--- src/pkg/crg_regs.vh ---
// Purpose: constants for the console and boot ROM glue logic
// Assumes: included by the glue logic and by its bench
// Notes:   address patterns cover bus lines 29..2; sequencer codes are 5 bit
`ifndef CRG_REGS_VH
`define CRG_REGS_VH

// upper address patterns, bus lines 29..13 (17 bits)
`define CRG_UP_CONSOLE_PAT  17'h10080
`define CRG_UP_STATUS_PAT   17'h100FF
// rom pattern, bus lines 29..20 (10 bits)
`define CRG_ROM_PAT         10'h202
// lower console pattern, bus lines 12..6 must all be low
`define CRG_LOW_CONSOLE_PAT 7'h00
// lower status pattern, bus lines 12..2 must all be high
`define CRG_LOW_STATUS_PAT  11'h7FF
// acknowledge vector pattern, bus lines 6..2
`define CRG_IACK_DAL_PAT    5'h14
// cycle status pattern, lines 4,2,1,0 in that order
`define CRG_IACK_CS_PAT     4'hB

// synchroniser reset: strobe, write and mask pins idle high
`define CRG_PIN_IDLE        34'h3C0000000

// sequencer state codes
`define CRG_ST_IDLE         5'h00
`define CRG_ST_WR1          5'h01
`define CRG_ST_WR2          5'h02
`define CRG_ST_WR3          5'h03
`define CRG_ST_WR4          5'h04
`define CRG_ST_WR5          5'h05
`define CRG_ST_FIN_WR       5'h06
`define CRG_ST_IO1          5'h07
`define CRG_ST_IO2          5'h08
`define CRG_ST_FIN_IO       5'h09
`define CRG_ST_ROM1         5'h0A
`define CRG_ST_ROM2         5'h0B
`define CRG_ST_ROM3         5'h0C
`define CRG_ST_ROM4         5'h0D
`define CRG_ST_ROM5         5'h0E
`define CRG_ST_ROM6         5'h0F
`define CRG_ST_RD1          5'h11
`define CRG_ST_RD2          5'h12
`define CRG_ST_RD3          5'h13
`define CRG_ST_RD4          5'h14
`define CRG_ST_FIN_RD       5'h15
`define CRG_ST_FUP1         5'h16
`define CRG_ST_FUP2         5'h17
`define CRG_ST_FUP3         5'h18
`define CRG_ST_FIN_ROM      5'h19

`endif

--- src/rtl/crg_glue.v ---
// Purpose: address decode, acknowledge decode and console/rom sequencer
// Assumes: all processor pins are asynchronous to i_clock, tick clock is
//          much slower than i_clock so its edges are seen as ticks
// Notes:   pins pass two flip-flops; strobe edges are detected on i_clock
`timescale 1ns/1ps
`include "crg_regs.vh"

module crg_glue
(
  input  wire        i_clock,
  input  wire        i_rst_b,
  input  wire        i_address_strobe_b,
  input  wire        i_data_strobe_b,
  input  wire        i_write_b,
  input  wire        i_low_byte_mask_b,
  input  wire [29:2] i_data_address_lines,
  input  wire [4:0]  i_cycle_status_lines,
  input  wire        i_primary_tick_clock,
  input  wire        i_late_half_flag,
  output reg         o_console_select,
  output reg         o_status_led_select,
  output reg         o_boot_rom_select,
  output reg         o_uart_data_enable,
  output reg         o_cycle_ready_out,
  output reg         o_vector_drive_enable
);

  // two-stage synchronisers for every pin
  reg  [33:0] sync1_q;
  reg  [33:0] sync2_q;
  wire [33:0] pins_raw;
  assign pins_raw = {i_address_strobe_b, i_data_strobe_b, i_write_b,
                     i_low_byte_mask_b, i_primary_tick_clock,
                     i_late_half_flag, i_data_address_lines};

  always @(posedge i_clock or negedge i_rst_b)
  begin
    if (!i_rst_b)
    begin
      // idle levels, so no false strobe edge follows reset
      sync1_q <= `CRG_PIN_IDLE;
      sync2_q <= `CRG_PIN_IDLE;
    end
    else
    begin
      sync1_q <= pins_raw;
      sync2_q <= sync1_q;
    end
  end

  // cycle status has its own pair to keep widths plain
  reg  [4:0]  cs1_q;
  reg  [4:0]  cs2_q;
  always @(posedge i_clock or negedge i_rst_b)
  begin
    if (!i_rst_b)
    begin
      cs1_q <= 5'h00;
      cs2_q <= 5'h00;
    end
    else
    begin
      cs1_q <= i_cycle_status_lines;
      cs2_q <= cs1_q;
    end
  end

  wire        as_b_s   = sync2_q[33];
  wire        ds_b_s   = sync2_q[32];
  wire        wr_b_s   = sync2_q[31];
  wire        bm0_b_s  = sync2_q[30];
  wire        tick_s   = sync2_q[29];
  wire        late_s   = sync2_q[28];
  wire [29:2] dal_s    = sync2_q[27:0];

  // edge detectors read only synchronised levels
  reg         as_b_prev_q;
  reg         tick_prev_q;
  always @(posedge i_clock or negedge i_rst_b)
  begin
    if (!i_rst_b)
    begin
      as_b_prev_q <= 1'b1;
      tick_prev_q <= 1'b0;
    end
    else
    begin
      as_b_prev_q <= as_b_s;
      tick_prev_q <= tick_s;
    end
  end

  wire as_rise   = as_b_prev_q & ~as_b_s;  // strobe assertion
  wire tick_rise = tick_s & ~tick_prev_q;  // one sequencer step

  // decode terms on the synchronised bus
  wire up_con_d  = (dal_s[29:13] == `CRG_UP_CONSOLE_PAT);
  wire rom_d     = (dal_s[29:20] == `CRG_ROM_PAT);
  wire up_st_d   = (dal_s[29:13] == `CRG_UP_STATUS_PAT);
  wire low_con_d = (dal_s[12:6] == `CRG_LOW_CONSOLE_PAT);
  wire low_st_d  = (dal_s[12:2] == `CRG_LOW_STATUS_PAT);
  wire iack_d    = wr_b_s
                 & ({cs2_q[4], cs2_q[2], cs2_q[1], cs2_q[0]}
                    == `CRG_IACK_CS_PAT)
                 & (dal_s[6:2] == `CRG_IACK_DAL_PAT);

  // latched selects; set on strobe assertion wins over the clear
  reg up_con_q;
  reg rom_q;
  reg up_st_q;
  reg low_con_q;
  reg low_st_q;
  reg iack_q;
  reg store_q;
  reg bm0_q;

  // both clears fire once the strobe is released; a real async clear
  // from logic would glitch, so it acts on the next i_clock edge
  wire sel_clear  = as_b_s & (up_con_q | rom_q | up_st_q);
  wire iack_clear = as_b_s & (iack_q | low_con_q | low_st_q);

  always @(posedge i_clock or negedge i_rst_b)
  begin
    if (!i_rst_b)
    begin
      up_con_q  <= 1'b0;
      rom_q     <= 1'b0;
      up_st_q   <= 1'b0;
      low_con_q <= 1'b0;
      low_st_q  <= 1'b0;
      iack_q    <= 1'b0;
      store_q   <= 1'b0;
      bm0_q     <= 1'b0;
    end
    else if (as_rise)
    begin
      up_con_q  <= up_con_d;
      rom_q     <= rom_d;
      up_st_q   <= up_st_d;
      low_con_q <= low_con_d;
      low_st_q  <= low_st_d;
      iack_q    <= iack_d;
      store_q   <= ~wr_b_s;
      bm0_q     <= ~bm0_b_s;
    end
    else
    begin
      if (sel_clear)
      begin
        up_con_q <= 1'b0;
        rom_q    <= 1'b0;
        up_st_q  <= 1'b0;
      end
      if (iack_clear)
      begin
        low_con_q <= 1'b0;
        low_st_q  <= 1'b0;
        iack_q    <= 1'b0;
      end
    end
  end

  wire console_sel = up_con_q & low_con_q;
  wire status_acc  = up_st_q & low_st_q;

  // select outputs and vector enable, all registered
  always @(posedge i_clock or negedge i_rst_b)
  begin
    if (!i_rst_b)
    begin
      o_console_select      <= 1'b0;
      o_status_led_select   <= 1'b0;
      o_boot_rom_select     <= 1'b0;
      o_vector_drive_enable <= 1'b0;
    end
    else
    begin
      o_console_select      <= console_sel;
      o_status_led_select   <= status_acc;
      o_boot_rom_select     <= rom_q;
      o_vector_drive_enable <= iack_q & ~ds_b_s;
    end
  end

  // strobe as the sequencer sees it, sampled on tick edges
  reg sync_as_q;
  always @(posedge i_clock or negedge i_rst_b)
  begin
    if (!i_rst_b)
      sync_as_q <= 1'b0;
    else if (tick_rise)
      sync_as_q <= ~as_b_s;
  end

  // qualified access terms
  wire wr_acc   = store_q & bm0_q & console_sel & sync_as_q;
  wire rd_acc   = ~store_q & bm0_q & console_sel & sync_as_q;
  wire rom_acc  = store_q & rom_q & sync_as_q;
  wire iack_acc = (iack_q | status_acc) & sync_as_q;

  // sequencer; late half flag low marks phase one or two
  reg  [4:0] state_q;
  reg  [4:0] state_d;
  reg        den_d;
  reg        rdy_d;

  always @*
  begin
    state_d = `CRG_ST_IDLE;
    den_d   = 1'b0;
    rdy_d   = 1'b0;
    case (state_q)
      `CRG_ST_IDLE:
      begin
        if (wr_acc)
        begin
          state_d = `CRG_ST_WR1;
          den_d   = 1'b1;
        end
        else if (rd_acc)
        begin
          state_d = `CRG_ST_RD1;
          den_d   = 1'b1;
        end
        else if (iack_acc)
          state_d = `CRG_ST_IO1;
        else if (rom_acc)
          state_d = `CRG_ST_ROM1;
      end
      `CRG_ST_WR1, `CRG_ST_WR2, `CRG_ST_WR3, `CRG_ST_WR4,
      `CRG_ST_RD1, `CRG_ST_RD2, `CRG_ST_RD3:
      begin
        state_d = state_q + 5'h01;
        den_d   = 1'b1;
      end
      `CRG_ST_WR5, `CRG_ST_RD4:
      begin
        den_d   = 1'b1;
        rdy_d   = ~late_s;
        state_d = late_s ? state_q : state_q + 5'h01;
      end
      `CRG_ST_FIN_WR, `CRG_ST_FIN_RD:
        state_d = `CRG_ST_FUP1;
      `CRG_ST_FUP1:
        state_d = `CRG_ST_FUP2;
      `CRG_ST_FUP2:
        state_d = `CRG_ST_FUP3;
      `CRG_ST_IO1:
        state_d = `CRG_ST_IO2;
      `CRG_ST_IO2:
      begin
        rdy_d   = ~late_s;
        state_d = late_s ? `CRG_ST_IO2 : `CRG_ST_FIN_IO;
      end
      // more rom states here would add wait states for slower parts
      `CRG_ST_ROM1, `CRG_ST_ROM2, `CRG_ST_ROM3, `CRG_ST_ROM4, `CRG_ST_ROM5:
        state_d = state_q + 5'h01;
      `CRG_ST_ROM6:
      begin
        rdy_d   = ~late_s;
        state_d = late_s ? `CRG_ST_ROM6 : `CRG_ST_FIN_ROM;
      end
      default:
        state_d = `CRG_ST_IDLE;
    endcase
  end

  always @(posedge i_clock or negedge i_rst_b)
  begin
    if (!i_rst_b)
    begin
      state_q            <= `CRG_ST_IDLE;
      o_uart_data_enable <= 1'b0;
      o_cycle_ready_out  <= 1'b0;
    end
    else if (tick_rise)
    begin
      state_q            <= state_d;
      o_uart_data_enable <= den_d;
      o_cycle_ready_out  <= rdy_d;
    end
  end

endmodule

--- config.mk ---
export PLATFORM = sky130hd
export DESIGN_NAME = crg_glue
export DESIGN_NICKNAME = d
export VERILOG_FILES = /design/src/rtl/crg_glue.v
export VERILOG_INCLUDE_DIRS = /design/src /design/src/pkg
export SDC_FILE = /design/constraint.sdc
export NUM_CORES = 1
export LEC_CHECK = 0
export ABC_AREA = 1
export BUFFER_PORTS_ARGS = -buffer_cell sky130_fd_sc_hd__buf_2
export CORE_ASPECT_RATIO = 1.4
export CORE_MARGIN = 4
export CORE_UTILIZATION = 50
export DETAILED_ROUTE_END_ITERATION = 16
export PLACE_DENSITY = 0.74
export SYNTH_ARGS = -nofsm -noshare
export SYNTH_HDL_FRONTEND = slang
export SYNTH_SLANG_ARGS = --single-unit
--- constraint.sdc ---
create_clock -name i_clock -period 1.4 [get_ports i_clock]
set_input_delay 0.14 -clock i_clock [delete_from_list [all_inputs] [get_ports i_clock]]
set_output_delay 0.14 -clock i_clock [all_outputs]
set_load 0.02 [all_outputs]
# [After elaboration in Yosys (flattened, before gate mapping)]
# Index checks and enable logic that the tools add are counted.
[word_totals] ff_bits=100 out_inout_bits=6 elab_cells=111
[op_classes] addsub=1 n_eq_ne=28 muxes=20 bitwise=30 n_reduce_logical=10
[op_table] operator="$pmux W5 S9" count=1
[op_table] operator="$eq A5 B5 Y1 const B" count=8
[op_table] operator="$eq A5 B4 Y1 const B" count=7
[op_table] operator="$eq A17 B17 Y1 const B" count=2
[op_table] operator="$eq A5 B3 Y1 const B" count=4
[op_table] operator="$mux W5" count=4
[op_table] operator="$and A1 B1 Y1" count=18
[op_table] operator="$mux W1" count=12
[op_table] operator="$reduce_or A12 Y1" count=1
[op_table] operator="$eq A11 B11 Y1 const B" count=1
[op_table] operator="$eq A10 B10 Y1 const B" count=1
[op_table] operator="$eq A5 B2 Y1 const B" count=2
[op_table] operator="$reduce_or A9 Y1" count=1
[op_table] operator="$mux W4" count=2
[op_table] operator="$logic_not A7 Y1" count=1
[op_table] operator="$not A1 Y1" count=7
[op_table] operator="$add A5 B1 Y5 const B" count=1
[op_table] operator="$eq A5 B1 Y1 const B" count=1
[op_table] operator="$logic_not A5 Y1" count=1
[op_table] operator="$or A1 B1 Y1" count=5
[op_table] operator="$eq A4 B4 Y1 const B" count=1
[op_table] operator="$reduce_bool A2 Y1" count=2
[op_table] operator="$reduce_or A2 Y1" count=2
[op_table] operator="$reduce_or A4 Y1" count=1
[op_table] operator="other kinds (3)" count=3

# [Logic depth before layout (Yosys ltp)]
# Gate-level depths: netlist (run 1).
[depth] depth_word=7 depth_mapped=12 mapped_depth_nobuf=12

# [Worst setup path before layout (run 1)]
# No wires, ideal clock.
[synth_timing] path_type="register -> register" start="register state_q[0]" end="register state_q[1]" setup_ns=0.116 arrival_ns=1.398 required_time_ns=1.284 path_slack_ns=-0.114 path_stages_with_launch=13 n_path_buf=0 synth_period_minus_slack_ns=1.514 path_cell_list="dfrtp_1 ha_1 inv_1 nor3_1 ha_1 nand2_1 nand2_1 a21oi_1 nand2_1 nor2_1 nand2_1 nand2_1 nand2_1"
[synth_between] elab_chain_len=4 word_cells_on_any_way=30 classes_between="1 x add/sub; 22 x eq/ne; 2 x mux; 5 x reduce/logical"
[synth_rtl] item="from (decl)" line="crg_glue.v:202" text="reg [4:0] state_q;"
[synth_rtl] item="from (signal assigned)" line="crg_glue.v:272" text="state_q <= `CRG_ST_IDLE;"
[synth_rtl] item="from (signal assigned)" line="crg_glue.v:278" text="state_q <= state_d;"
[synth_rtl] item="parallel branches: the longest is 4 deep, another holds $add A5 B1 Y5"
# Several ways; the timed one is not identified. The select of a mux whose other input is x is not followed.
# A chain may end at the register's enable or synchronous reset.

# [Worst setup path in the final report (run 1)]
[layout_timing] start="register state_q[1]" end="register state_q[3]"
# The elaborated chain is that of the path after synthesis.

==> results.py, run 1 <==
metrics = {
    "floorplanning": {
        "initial_core_util": 0.513,
        "ios": 47,
        "die_y_um": 105,
        "core_area_um2": 6530,
        "rows": 35,
        "die_area_um2": 8080,
        "dieWidth_um": 77.1,
    },
    "clock_tree": {
        "cts_buffers": 9,
        "cts_max_level": 3,
        "clock-sinks": 98,
        "cts_tree": "built",
        "clk_pin_slew_worst_paths_ns": 0.10,
        "clockBufferDepth": 2,
        "cts-root-buf": "clkbuf_8",
        "clk_latency_ns": 0.35,
    },
    "timing": {
        "setup-violations-final": 7,
        "max_slew.worst_pin.slew_ns": 0.348,
        "max_freq_mhz": 634,
        "rsz0062_at_grt": "yes",
        "fin_setup_tns_ns": -0.907,
        "layout_setup_ws_ns": -0.177,
        "hold_violations": 0,
        "drv_slew": 0,
        "fin_crit_ns": 1.58,
        "fin_skew_ns": 0.00938,
        "slew_headroom": 0.768,
        "fin_crit_sh": 1.13,
    },
    "flow_run": {
        "cap_viol_max_count": 0,
    },
    "setup_path": {
        "worstSetupEndpointType": "flop",
        "critical_path_class": "reg2reg",
        "crit_required_ns": 1.65,
        "arrival_ns": 1.82,
        "crit_fanout": 5,
        "worstSetupStartpointType": "flop",
    },
    "place": {
        "portBuffers": 45,
        "dpl_cell_area_um2": 3820,
        "gp_congestion": 0.897,
        "dp_hpwl_um": 3970,
    },
    "status": {
        "outcome": "complete, but fails checks",
        "violations": "negative setup slack",
    },
    "final_layout": {
        "nets": 441,
        "seq_area_um2": 2470,
        "diodes": 0,
        "syn_to_final_growth_pct": 35.5,
        "multi_input_area_um2": 821,
        "stdcell_area_um2": 4530,
        "fillers": 442,
        "layout-drive-gt1-share": 0.316,
    },
    "synthesis": {
        "syn_inst": 278,
        "ys_seq_area_frac": 0.736,
        "netlist_top_cells_area": "dfrtp_1 (67%), dfstp_2 (7.1%), nand2_1 (6.2%)",
        "yosysWarnings": 0,
        "synth_top_area_frac": 0.666,
        "synth_area_um2": 3350,
        "async_flop_share": 1.00,
        "synthTopCellsByCount": "dfrtp_1 (89), nand2_1 (55), nor2_1 (27), inv_1 (26), nand3_1 (15)",
        "synth_edf_count": 0,
        "synth_ff_type": "dfrtp_1",
        "ys_seq_elements": 98,
        "synth_area_leader_cell": "dfrtp_1",
        "syn_area_per_cell_um2": 12.0,
        "synthDistinctLibCells": 26,
        "synth.most_common_cell": "dfrtp_1",
        "syn_nets": 325,
    },
    "global_routing": {
        "antenna_found_initial": 0,
        "overflow": 0,
        "grtUsageTotal": 0.181,
        "grt_pass1_wl_um": 11200,
        "grt_pass1_vias": 2465,
        "grt_max_degree": 39,
    },
    "pwr": {
        "p_leak_nw": 2.20,
        "power.total_mw": 5.19,
        "p_per_area_nw_per_um2": 1140,
        "ir_worst_vdd_uv": 1100,
    },
    "route": {
        "via_per_inst": 4.84,
        "routed_wl_um": 6470,
        "firstDrtPassIters": 4,
        "drt_iter0_markers": 88,
        "avgRoutedWirePerCell_um": 13.7,
        "drc": 0,
        "ant_nets": 0,
        "dr_total_vias": 2290,
    },
    "worst_hold_path": {
        "hp-class": "in2async",
    },
}
[stage by stage]
step	util	setup slack, ns	hold slack [ns]	instances
2_1_floorplan	-	-0.0648	-0.156	278
3_3_place_gp	0.585	-0.218	0.0634	414
3_5_place_dp	0.585	-0.265	0.0706	414
4_1_cts	0.687	-0.186	0.221	473
5_1_grt	0.695	-0.284	0.248	473
6_report	0.695	-0.177	0.233	473
[path summary, 6_finish.rpt]
check / slack (ns) / endpoint / depth (start not counted) / from
max in group asynchronous: 0.60 / as_b_prev_q$_DFF_PN1_ / 3 / i_rst_b
worst max register to register: -0.18 / state_q[3]$_DFFE_PN0P_ / 10 / state_q[1]$_DFFE_PN0P_
worst max-delay path: -0.18 / state_q[3]$_DFFE_PN0P_ / 10 / state_q[1]$_DFFE_PN0P_
worst min register to register: 0.35 / sync2_q[15]$_DFF_PN0_ / 0 / sync1_q[15]$_DFF_PN0_
worst min-delay path: 0.23 / sync2_q[1]$_DFF_PN0_ / 2 / i_rst_b
min in group i_clock: 0.35 / sync2_q[15]$_DFF_PN0_ / 0 / sync1_q[15]$_DFF_PN0_
[cell usage in the layout (no fill, tap or decap), types with 5 or more instances in the layout]
cell and instances:
nand2_1 53, inv_2 7, nand4_1 8, nor3_1 5
o21ai_0 9, nand3_1 14, dfrtp_1 86, buf_4 19
inv_1 21, dlygate4sd3_1 39, clkbuf_8 9, nor2_1 24
buf_2 44, nand2_2 5, dfstp_2 9
[per-layer routing]
| layer | share of wire | GRT usage |
|---|---|---|
| met5 | 0 | 0 |
| met4 | 0.027 | 0.0916 |
| met3 | 0.030 | 0.0353 |
| met2 | 0.58 | 0.337 |
| met1 | 0.36 | 0.190 |
[report_power, final]
group	internal [mW]	switching [mW]
clock	0.856	0.989
combinational	0.166	0.149
sequential	2.97	0.0578
[sequential cells by signal (all words and copies together) (netlist names), 4 cells and up]
register	cells
state_q	5
sync1_q	34
cs2_q	4
cs1_q	4
sync2_q	34
[final cells by class]
| type | count | share of cell area |
|---|---|---|
| multi-input combinational | 148 | 0.181 |
| timing repair buffer | 107 | 0.182 |
| inverter | 30 | 0.0259 |
| clock buffer | 9 | 0.0273 |
| clock inverter | 7 | 0.0188 |
| sequential | 98 | 0.544 |
| tap | 74 | 0.0204 |
[logic make-up after synthesis]
logic type	count (synthesis)	share of synthesized area
compound gates	19	0.0352
xor+xnor	1	0.00262
fa+ha+maj	6	0.0224
buf+inv	32	0.0411
flops	98	0.736
simple gates	122	0.162
[worst max-delay path, cell delays in order, from the launching register on]
cell	delay [ns]
dfrtp_2	0.47
ha_2	0.19
inv_2	0.05
nor3_1	0.04
ha_2	0.18
nor2_1	0.19
nand2_1	0.07
nor2_1	0.14
nand2_1	0.07
nand2_1	0.05
nand2_1	0.04
[repair_timing]
action,4_1_cts,5_1_grt
pin swaps,8,3
gates resized for setup,12,17
setup endpoints to repair,7,11
buffers inserted,4,0
hold buffers,39,0
gates cloned,0,0
hold endpoints to repair,62,0
(Power assumes the default switching activity.)
==> run 2: changes to the inputs <==
Settings changed: CORE_UTILIZATION 50 to 46, HOLD_SLACK_MARGIN from default to 0.02, PLACE_DENSITY 0.74 to 0.69.
==> run 2 against run 1 <==
  * Largest power group unchanged
  * Hold slack lost 0.019 ns
  * Die area grew 7.9%
  * The flow still finishes with violations (negative setup slack)
  * Clock-buffer cell count grew 4
  * Routed wire length grew 4.9%
  * Via count grew 0.92%
  * Fmax shrank 1.5%
  * Critical endpoint is now state_q[0]$_DFFE_PN0P_
  * Total power shrank 2.1%
  * Critical path depth shrank 2
==> results.py, run 2 (synthesis results as in run 1) <==
metrics = {
    "setup_path": {
        "crit_fanout": 5,
        "r2r_slack_ns": -0.20,
        "r2r_end": "state_q[0]$_DFFE_PN0P_",
        "critical_path_class": "reg2reg",
        "arrival_ns": 1.85,
        "worstRegToRegCells": 8,
        "worstSetupEndpointType": "flop",
        "crit_required_ns": 1.65,
        "crit-reg2reg-launch": "state_q[0]$_DFFE_PN0P_",
        "worstSetupStartpointType": "flop",
    },
    "global_routing": {
        "grt_max_degree": 52,
        "antenna_found_initial": 0,
        "grt_pass1_wl_um": 11500,
        "overflow": 0,
        "grtUsageTotal": 0.179,
        "grt_pass1_vias": 2529,
    },
    "floorplanning": {
        "core_area_um2": 7030,
        "die_area_um2": 8720,
        "dieWidth_um": 80.1,
        "ios": 47,
        "die_y_um": 109,
        "initial_core_util": 0.476,
        "rows": 36,
    },
    "timing": {
        "hold_violations": 0,
        "fin_crit_ns": 1.60,
        "max_slew.worst_pin.slew_ns": 0.339,
        "fin_skew_ns": 0.0118,
        "fin_crit_sh": 1.14,
        "max_freq_mhz": 625,
        "drv_slew": 0,
        "layout_setup_ws_ns": -0.201,
        "slew_headroom": 0.772,
        "rsz0062_at_grt": "yes",
        "setup-violations-final": 6,
    },
    "status": {
        "violations": "negative setup slack",
        "outcome": "complete, but fails checks",
    },
    "final_layout": {
        "multi_input_area_um2": 851,
        "fillers": 562,
        "top_regs": "sync1_q x34, sync2_q x34, state_q x5",
        "seq_area_um2": 2470,
        "diodes": 0,
        "layout-drive-gt1-share": 0.332,
        "final_common_cell": "dfrtp_1",
        "final_util": 0.654,
        "layout_common_cells": "dfrtp_1 (87), nand2_1 (51), buf_2 (44)",
        "syn_to_final_growth_pct": 37.3,
        "instances_no_fill": 499,
        "nets": 446,
    },
    "clock_tree": {
        "cts_max_level": 3,
        "cts-root-buf": "clkbuf_8",
        "cts_buffers": 9,
        "clk_pin_slew_worst_paths_ns": 0.09,
        "cts_tree": "built",
        "clock-sinks": 98,
        "clk_latency_ns": 0.36,
        "clockBufferDepth": 2,
    },
    "route": {
        "drt_iter0_markers": 70,
        "avgRoutedWirePerCell_um": 13.6,
        "ant_nets": 0,
        "routed_wl_um": 6790,
        "dr_total_vias": 2311,
        "drc": 0,
        "firstDrtPassIters": 5,
        "via_per_inst": 4.63,
    },
    "pwr": {
        "ir_worst_vdd_uv": 996,
        "p_leak_nw": 2.22,
        "p_per_area_nw_per_um2": 1110,
        "power.total_mw": 5.08,
    },
    "flow_run": {
        "cap_viol_max_count": 0,
    },
    "place": {
        "dp_hpwl_um": 4030,
        "dpl.cell_count": 439,
        "portBuffers": 45,
        "gp_congestion": 0.772,
        "dpl_worst_slack_ns": -0.256,
    },
    "worst_hold_path": {
        "hp-class": "in2async",
    },
}
[run 2: changes by cell type in the layout (fill, tap and decap cells not counted), sizes merged]
cell,before,now
buf,68,73
clkbuf,9,13
clkinv,2,0
inv,32,30
bufinv,1,0
clkinvlp,2,3
[run 2: worst max path at each step]
stage,from,to,slack [ns],cells after the start
6_report,state_q[0]$_DFFE_PN0P_,state_q[0]$_DFFE_PN0P_,-0.20,8
5_1_grt,state_q[1]$_DFFE_PN0P_,state_q[1]$_DFFE_PN0P_,-0.31,12
4_1_cts,state_q[0]$_DFFE_PN0P_,state_q[1]$_DFFE_PN0P_,-0.23,12
3_5_place_dp,state_q[0]$_DFFE_PN0P_,state_q[3]$_DFFE_PN0P_,-0.26,10
3_3_place_gp,state_q[0]$_DFFE_PN0P_,state_q[1]$_DFFE_PN0P_,-0.22,12
2_1_floorplan,state_q[1]$_DFFE_PN0P_,state_q[0]$_DFFE_PN0P_,-0.06,10
[run 2: critical path: stages, from the launching register on]
cell     delay (ns)
dfrtp_2        0.45
inv_2          0.12
ha_4           0.16
nand4_1        0.13
and2_4         0.21
o21ai_4        0.21
inv_2          0.09
nand2_1        0.07
nand2_1        0.04
[run 2: cell type report]
class	count	share of cell area
tap	95	0.0259
timing repair buffer	112	0.185
sequential	98	0.537
clock inverter	3	0.00490
clock buffer	13	0.0368
inverter	30	0.0256
multi-input combinational	148	0.185
[run 2: per-layer routing]
metal  GRT usage  up-vias  wire length [µm]
met3      0.0339       20               216
met2       0.329       56              3850
met1       0.192     1108              2520
li1            -     1127                 -
met4      0.0954        0               199
met5           0        -                 0
[run 2: what timing repair did]
action                                 in CTS  in global routing
pin swaps                                   6                 11
setup endpoints to repair                   7                 10
hold buffers                               39                  0
gates resized for setup                    18                 16
buffers inserted                            4                  1
endpoints found under the hold margin      64                  0
[run 2: power breakdown]
group	internal (mW)	switching, mW	total [mW]
Combinational	0.165	0.151	0.317
Sequential	2.97	0.0557	3.02
Clock	0.793	0.943	1.74
[run 2: per-stage QoR]
step           hold WS, ns  cell area, µm²  TNS [ns]
6_report             0.213            4590     -1.02
5_1_grt              0.224            4590     -1.68
4_1_cts              0.212            4540     -1.07
3_5_place_dp        0.0621            3860     -1.34
3_3_place_gp        0.0631            3860     -1.10
2_1_floorplan       -0.156            3350    -0.324
==> run 3: changes to the inputs <==
Settings changed: BUFFER_PORTS_ARGS -buffer_cell sky130_fd_sc_hd__buf_2 to default, DONT_BUFFER_PORTS from default to 1, PLACE_DENSITY 0.69 to default.
==> run 3 against run 2 <==
  * Total power up 0.96%
  * Largest power group unchanged
  * Utilization down 3.6 points
  * Clock power up 9.8%
  * Sequential share of layout area up 3.1 points
  * Combinational power down 42%
  * Clock-buffer cell count down 2
  * Non-clock buffer count down 56
  * Hold slack worse by 0.73 ns
  * The flow finishes with violations (negative hold slack, negative setup slack)
  * Fmax down 0.32%
  * Routed wire length down 14%
  * Critical endpoint is now state_q[3]$_DFFE_PN0P_
  * Global-route usage down 3.0 points
  * Critical path depth up 2
==> results.py, run 3 (synthesis results as in run 1) <==
metrics = {
    "status": {
        "outcome": "complete, but fails checks",
        "violations": "negative hold slack, negative setup slack",
    },
    "pwr": {
        "pwr-share-clk": 0.373,
        "p_leak_nw": 2.01,
        "power.total_mw": 5.12,
        "p_int_mw": 4.13,
        "ir_worst_vdd_uv": 1080,
        "p_sw_mw": 0.995,
        "p_per_area_nw_per_um2": 1180,
        "netSwitchingFraction": 0.194,
        "p_seq_frac": 0.591,
        "share_comb_of_total_power": 0.036,
    },
    "timing": {
        "drv_slew": 0,
        "fin_crit_ns": 1.61,
        "fin_crit_sh": 1.15,
        "rsz0062_at_grt": "yes",
        "slew_headroom": 0.781,
        "max_freq_mhz": 623,
        "max_slew.worst_pin.slew_ns": 0.326,
        "fin_setup_tns_ns": -1.04,
        "fin_skew_ns": 0.00833,
        "layout_setup_ws_ns": -0.206,
        "whs_ns": -0.520,
        "setup-violations-final": 7,
        "hold_violations": 98,
    },
    "route": {
        "routed_wl_um": 5810,
        "ant_nets": 0,
        "drc": 0,
        "dr_total_vias": 2123,
        "via_per_inst": 4.79,
        "drt_iter0_markers": 92,
        "avgRoutedWirePerCell_um": 13.1,
        "firstDrtPassIters": 4,
    },
    "setup_path": {
        "critPathSlowestCell": "dfrtp_2",
        "worstSetupEndpointType": "flop",
        "crit_fanout": 5,
        "worstSetupStartpointType": "flop",
        "worstPathCellList": "inv_4 > ha_4 > inv_2 > nor2_4 > nand2_2 > and2_4 > o21ai_4 > inv_2 > nand2_1 > nand2_1",
        "crit_required_ns": 1.65,
        "critPathMaxStageDelay_ns": 0.49,
        "arrival_ns": 1.85,
        "critical_path_class": "reg2reg",
    },
    "place": {
        "portBuffers": 0,
        "dpl.cell_count": 388,
        "dp_hpwl_um": 3740,
        "gp_congestion": 0.774,
    },
    "global_routing": {
        "grt_max_degree": 99,
        "overflow": 0,
        "grt_pass1_vias": 2225,
        "grtUsageMet3": 0.0240,
        "grtUsageMet2": 0.258,
        "grt_pass1_wl_um": 9780,
        "top_usage_layer": "met2",
        "grtUsageTotal": 0.149,
        "grt_util_met1": 0.169,
        "antenna_found_initial": 0,
    },
    "clock_tree": {
        "cts-root-buf": "clkbuf_8",
        "clk_latency_ns": 0.35,
        "clock-sinks": 98,
        "clk_pin_slew_worst_paths_ns": 0.08,
        "cts_tree": "built",
        "cts_buffers": 9,
        "cts_max_level": 3,
        "cts_hold_buf": 38,
        "clockBufferDepth": 2,
    },
    "final_layout": {
        "layout_common_cells": "dfrtp_1 (86), nand2_1 (48), dlygate4sd3_1 (38)",
        "top_regs": "sync1_q x34, sync2_q x34, state_q x5",
        "fillers": 559,
        "layout-drive-gt1-share": 0.241,
        "syn_to_final_growth_pct": 29.8,
        "nets": 390,
        "diodes": 0,
        "instances_no_fill": 443,
        "final_common_cell": "dfrtp_1",
    },
    "floorplanning": {
        "die_y_um": 109,
        "core_area_um2": 7030,
        "dieWidth_um": 80.1,
        "rows": 36,
        "die_area_um2": 8720,
        "ios": 47,
        "initial_core_util": 0.476,
    },
    "flow_run": {
        "cap_viol_max_count": 0,
    },
    "worst_hold_path": {
        "hp-class": "in2async",
    },
}
[run 3: power groups by stage]
stage | clock (mW) | sequential, mW | combinational, mW
after floorplan | 0 | 3.07 | 0.0596
after global placement | 0 | 3.08 | 0.0859
after detailed placement | 0 | 3.08 | 0.0864
after CTS | 1.99 | 3.03 | 0.173
after global routing | 2.09 | 3.05 | 0.206
final | 1.91 | 3.03 | 0.184
[run 3: path summary, 6_finish.rpt]
check,from,cells after the start,endpoint,slack (ns)
min reg2reg,sync1_q[6]$_DFF_PN0_,0,sync2_q[6]$_DFF_PN0_,0.35
max in group asynchronous,i_rst_b,0,as_b_prev_q$_DFF_PN1_,1.71
min in group i_clock,i_data_strobe_b,1,sync1_q[32]$_DFF_PN1_,0.33
min,i_rst_b,0,sync2_q[11]$_DFF_PN0_,-0.52
max reg2reg,state_q[1]$_DFFE_PN0P_,10,state_q[3]$_DFFE_PN0P_,-0.21
max,state_q[1]$_DFFE_PN0P_,10,state_q[3]$_DFFE_PN0P_,-0.21
[run 3: area by class of cell]
| class | instances | area, µm² | share of cell area |
|---|---|---|---|
| inverter | 30 | 123 | 0.0282 |
| tap | 95 | 119 | 0.0274 |
| timing repair buffer | 56 | 519 | 0.120 |
| multi-input combinational | 148 | 895 | 0.206 |
| clock inverter | 5 | 77.6 | 0.0179 |
| clock buffer | 11 | 141 | 0.0326 |
| sequential | 98 | 2470 | 0.568 |
[run 3: through the flow]
stage,setup WS (ns),area [µm²],util
floorplan,-0.0648,3350,-
CTS,-0.198,4210,0.600
global route,-0.296,4340,0.618
finish,-0.206,4340,0.618
global placement,-0.232,3570,0.509
detailed placement,-0.289,3570,0.509
[run 3: worst max-delay path, delay by kind of cell, from the launching register on]
family	cells	cell delay, ns
AOI/OAI and AO/OA	1	0.18
DFF	1	0.49
and+or+nand+nor	5	0.45
adders and majority gates	1	0.15
buffers and inverters	3	0.23
[run 3: metal layers]
| metal | share of wire | wire length, µm |
|---|---|---|
| met1 | 0.38 | 2230 |
| met2 | 0.55 | 3210 |
| met3 | 0.035 | 201 |
| met4 | 0.028 | 163 |
| met5 | 0 | 0 |
[run 3: timing repair]
action	CTS	global route
hold endpoints to repair	136	98
gates resized for setup	13	31
setup endpoints to repair	7	9
setup buffers	0	1
pin swaps	2	12
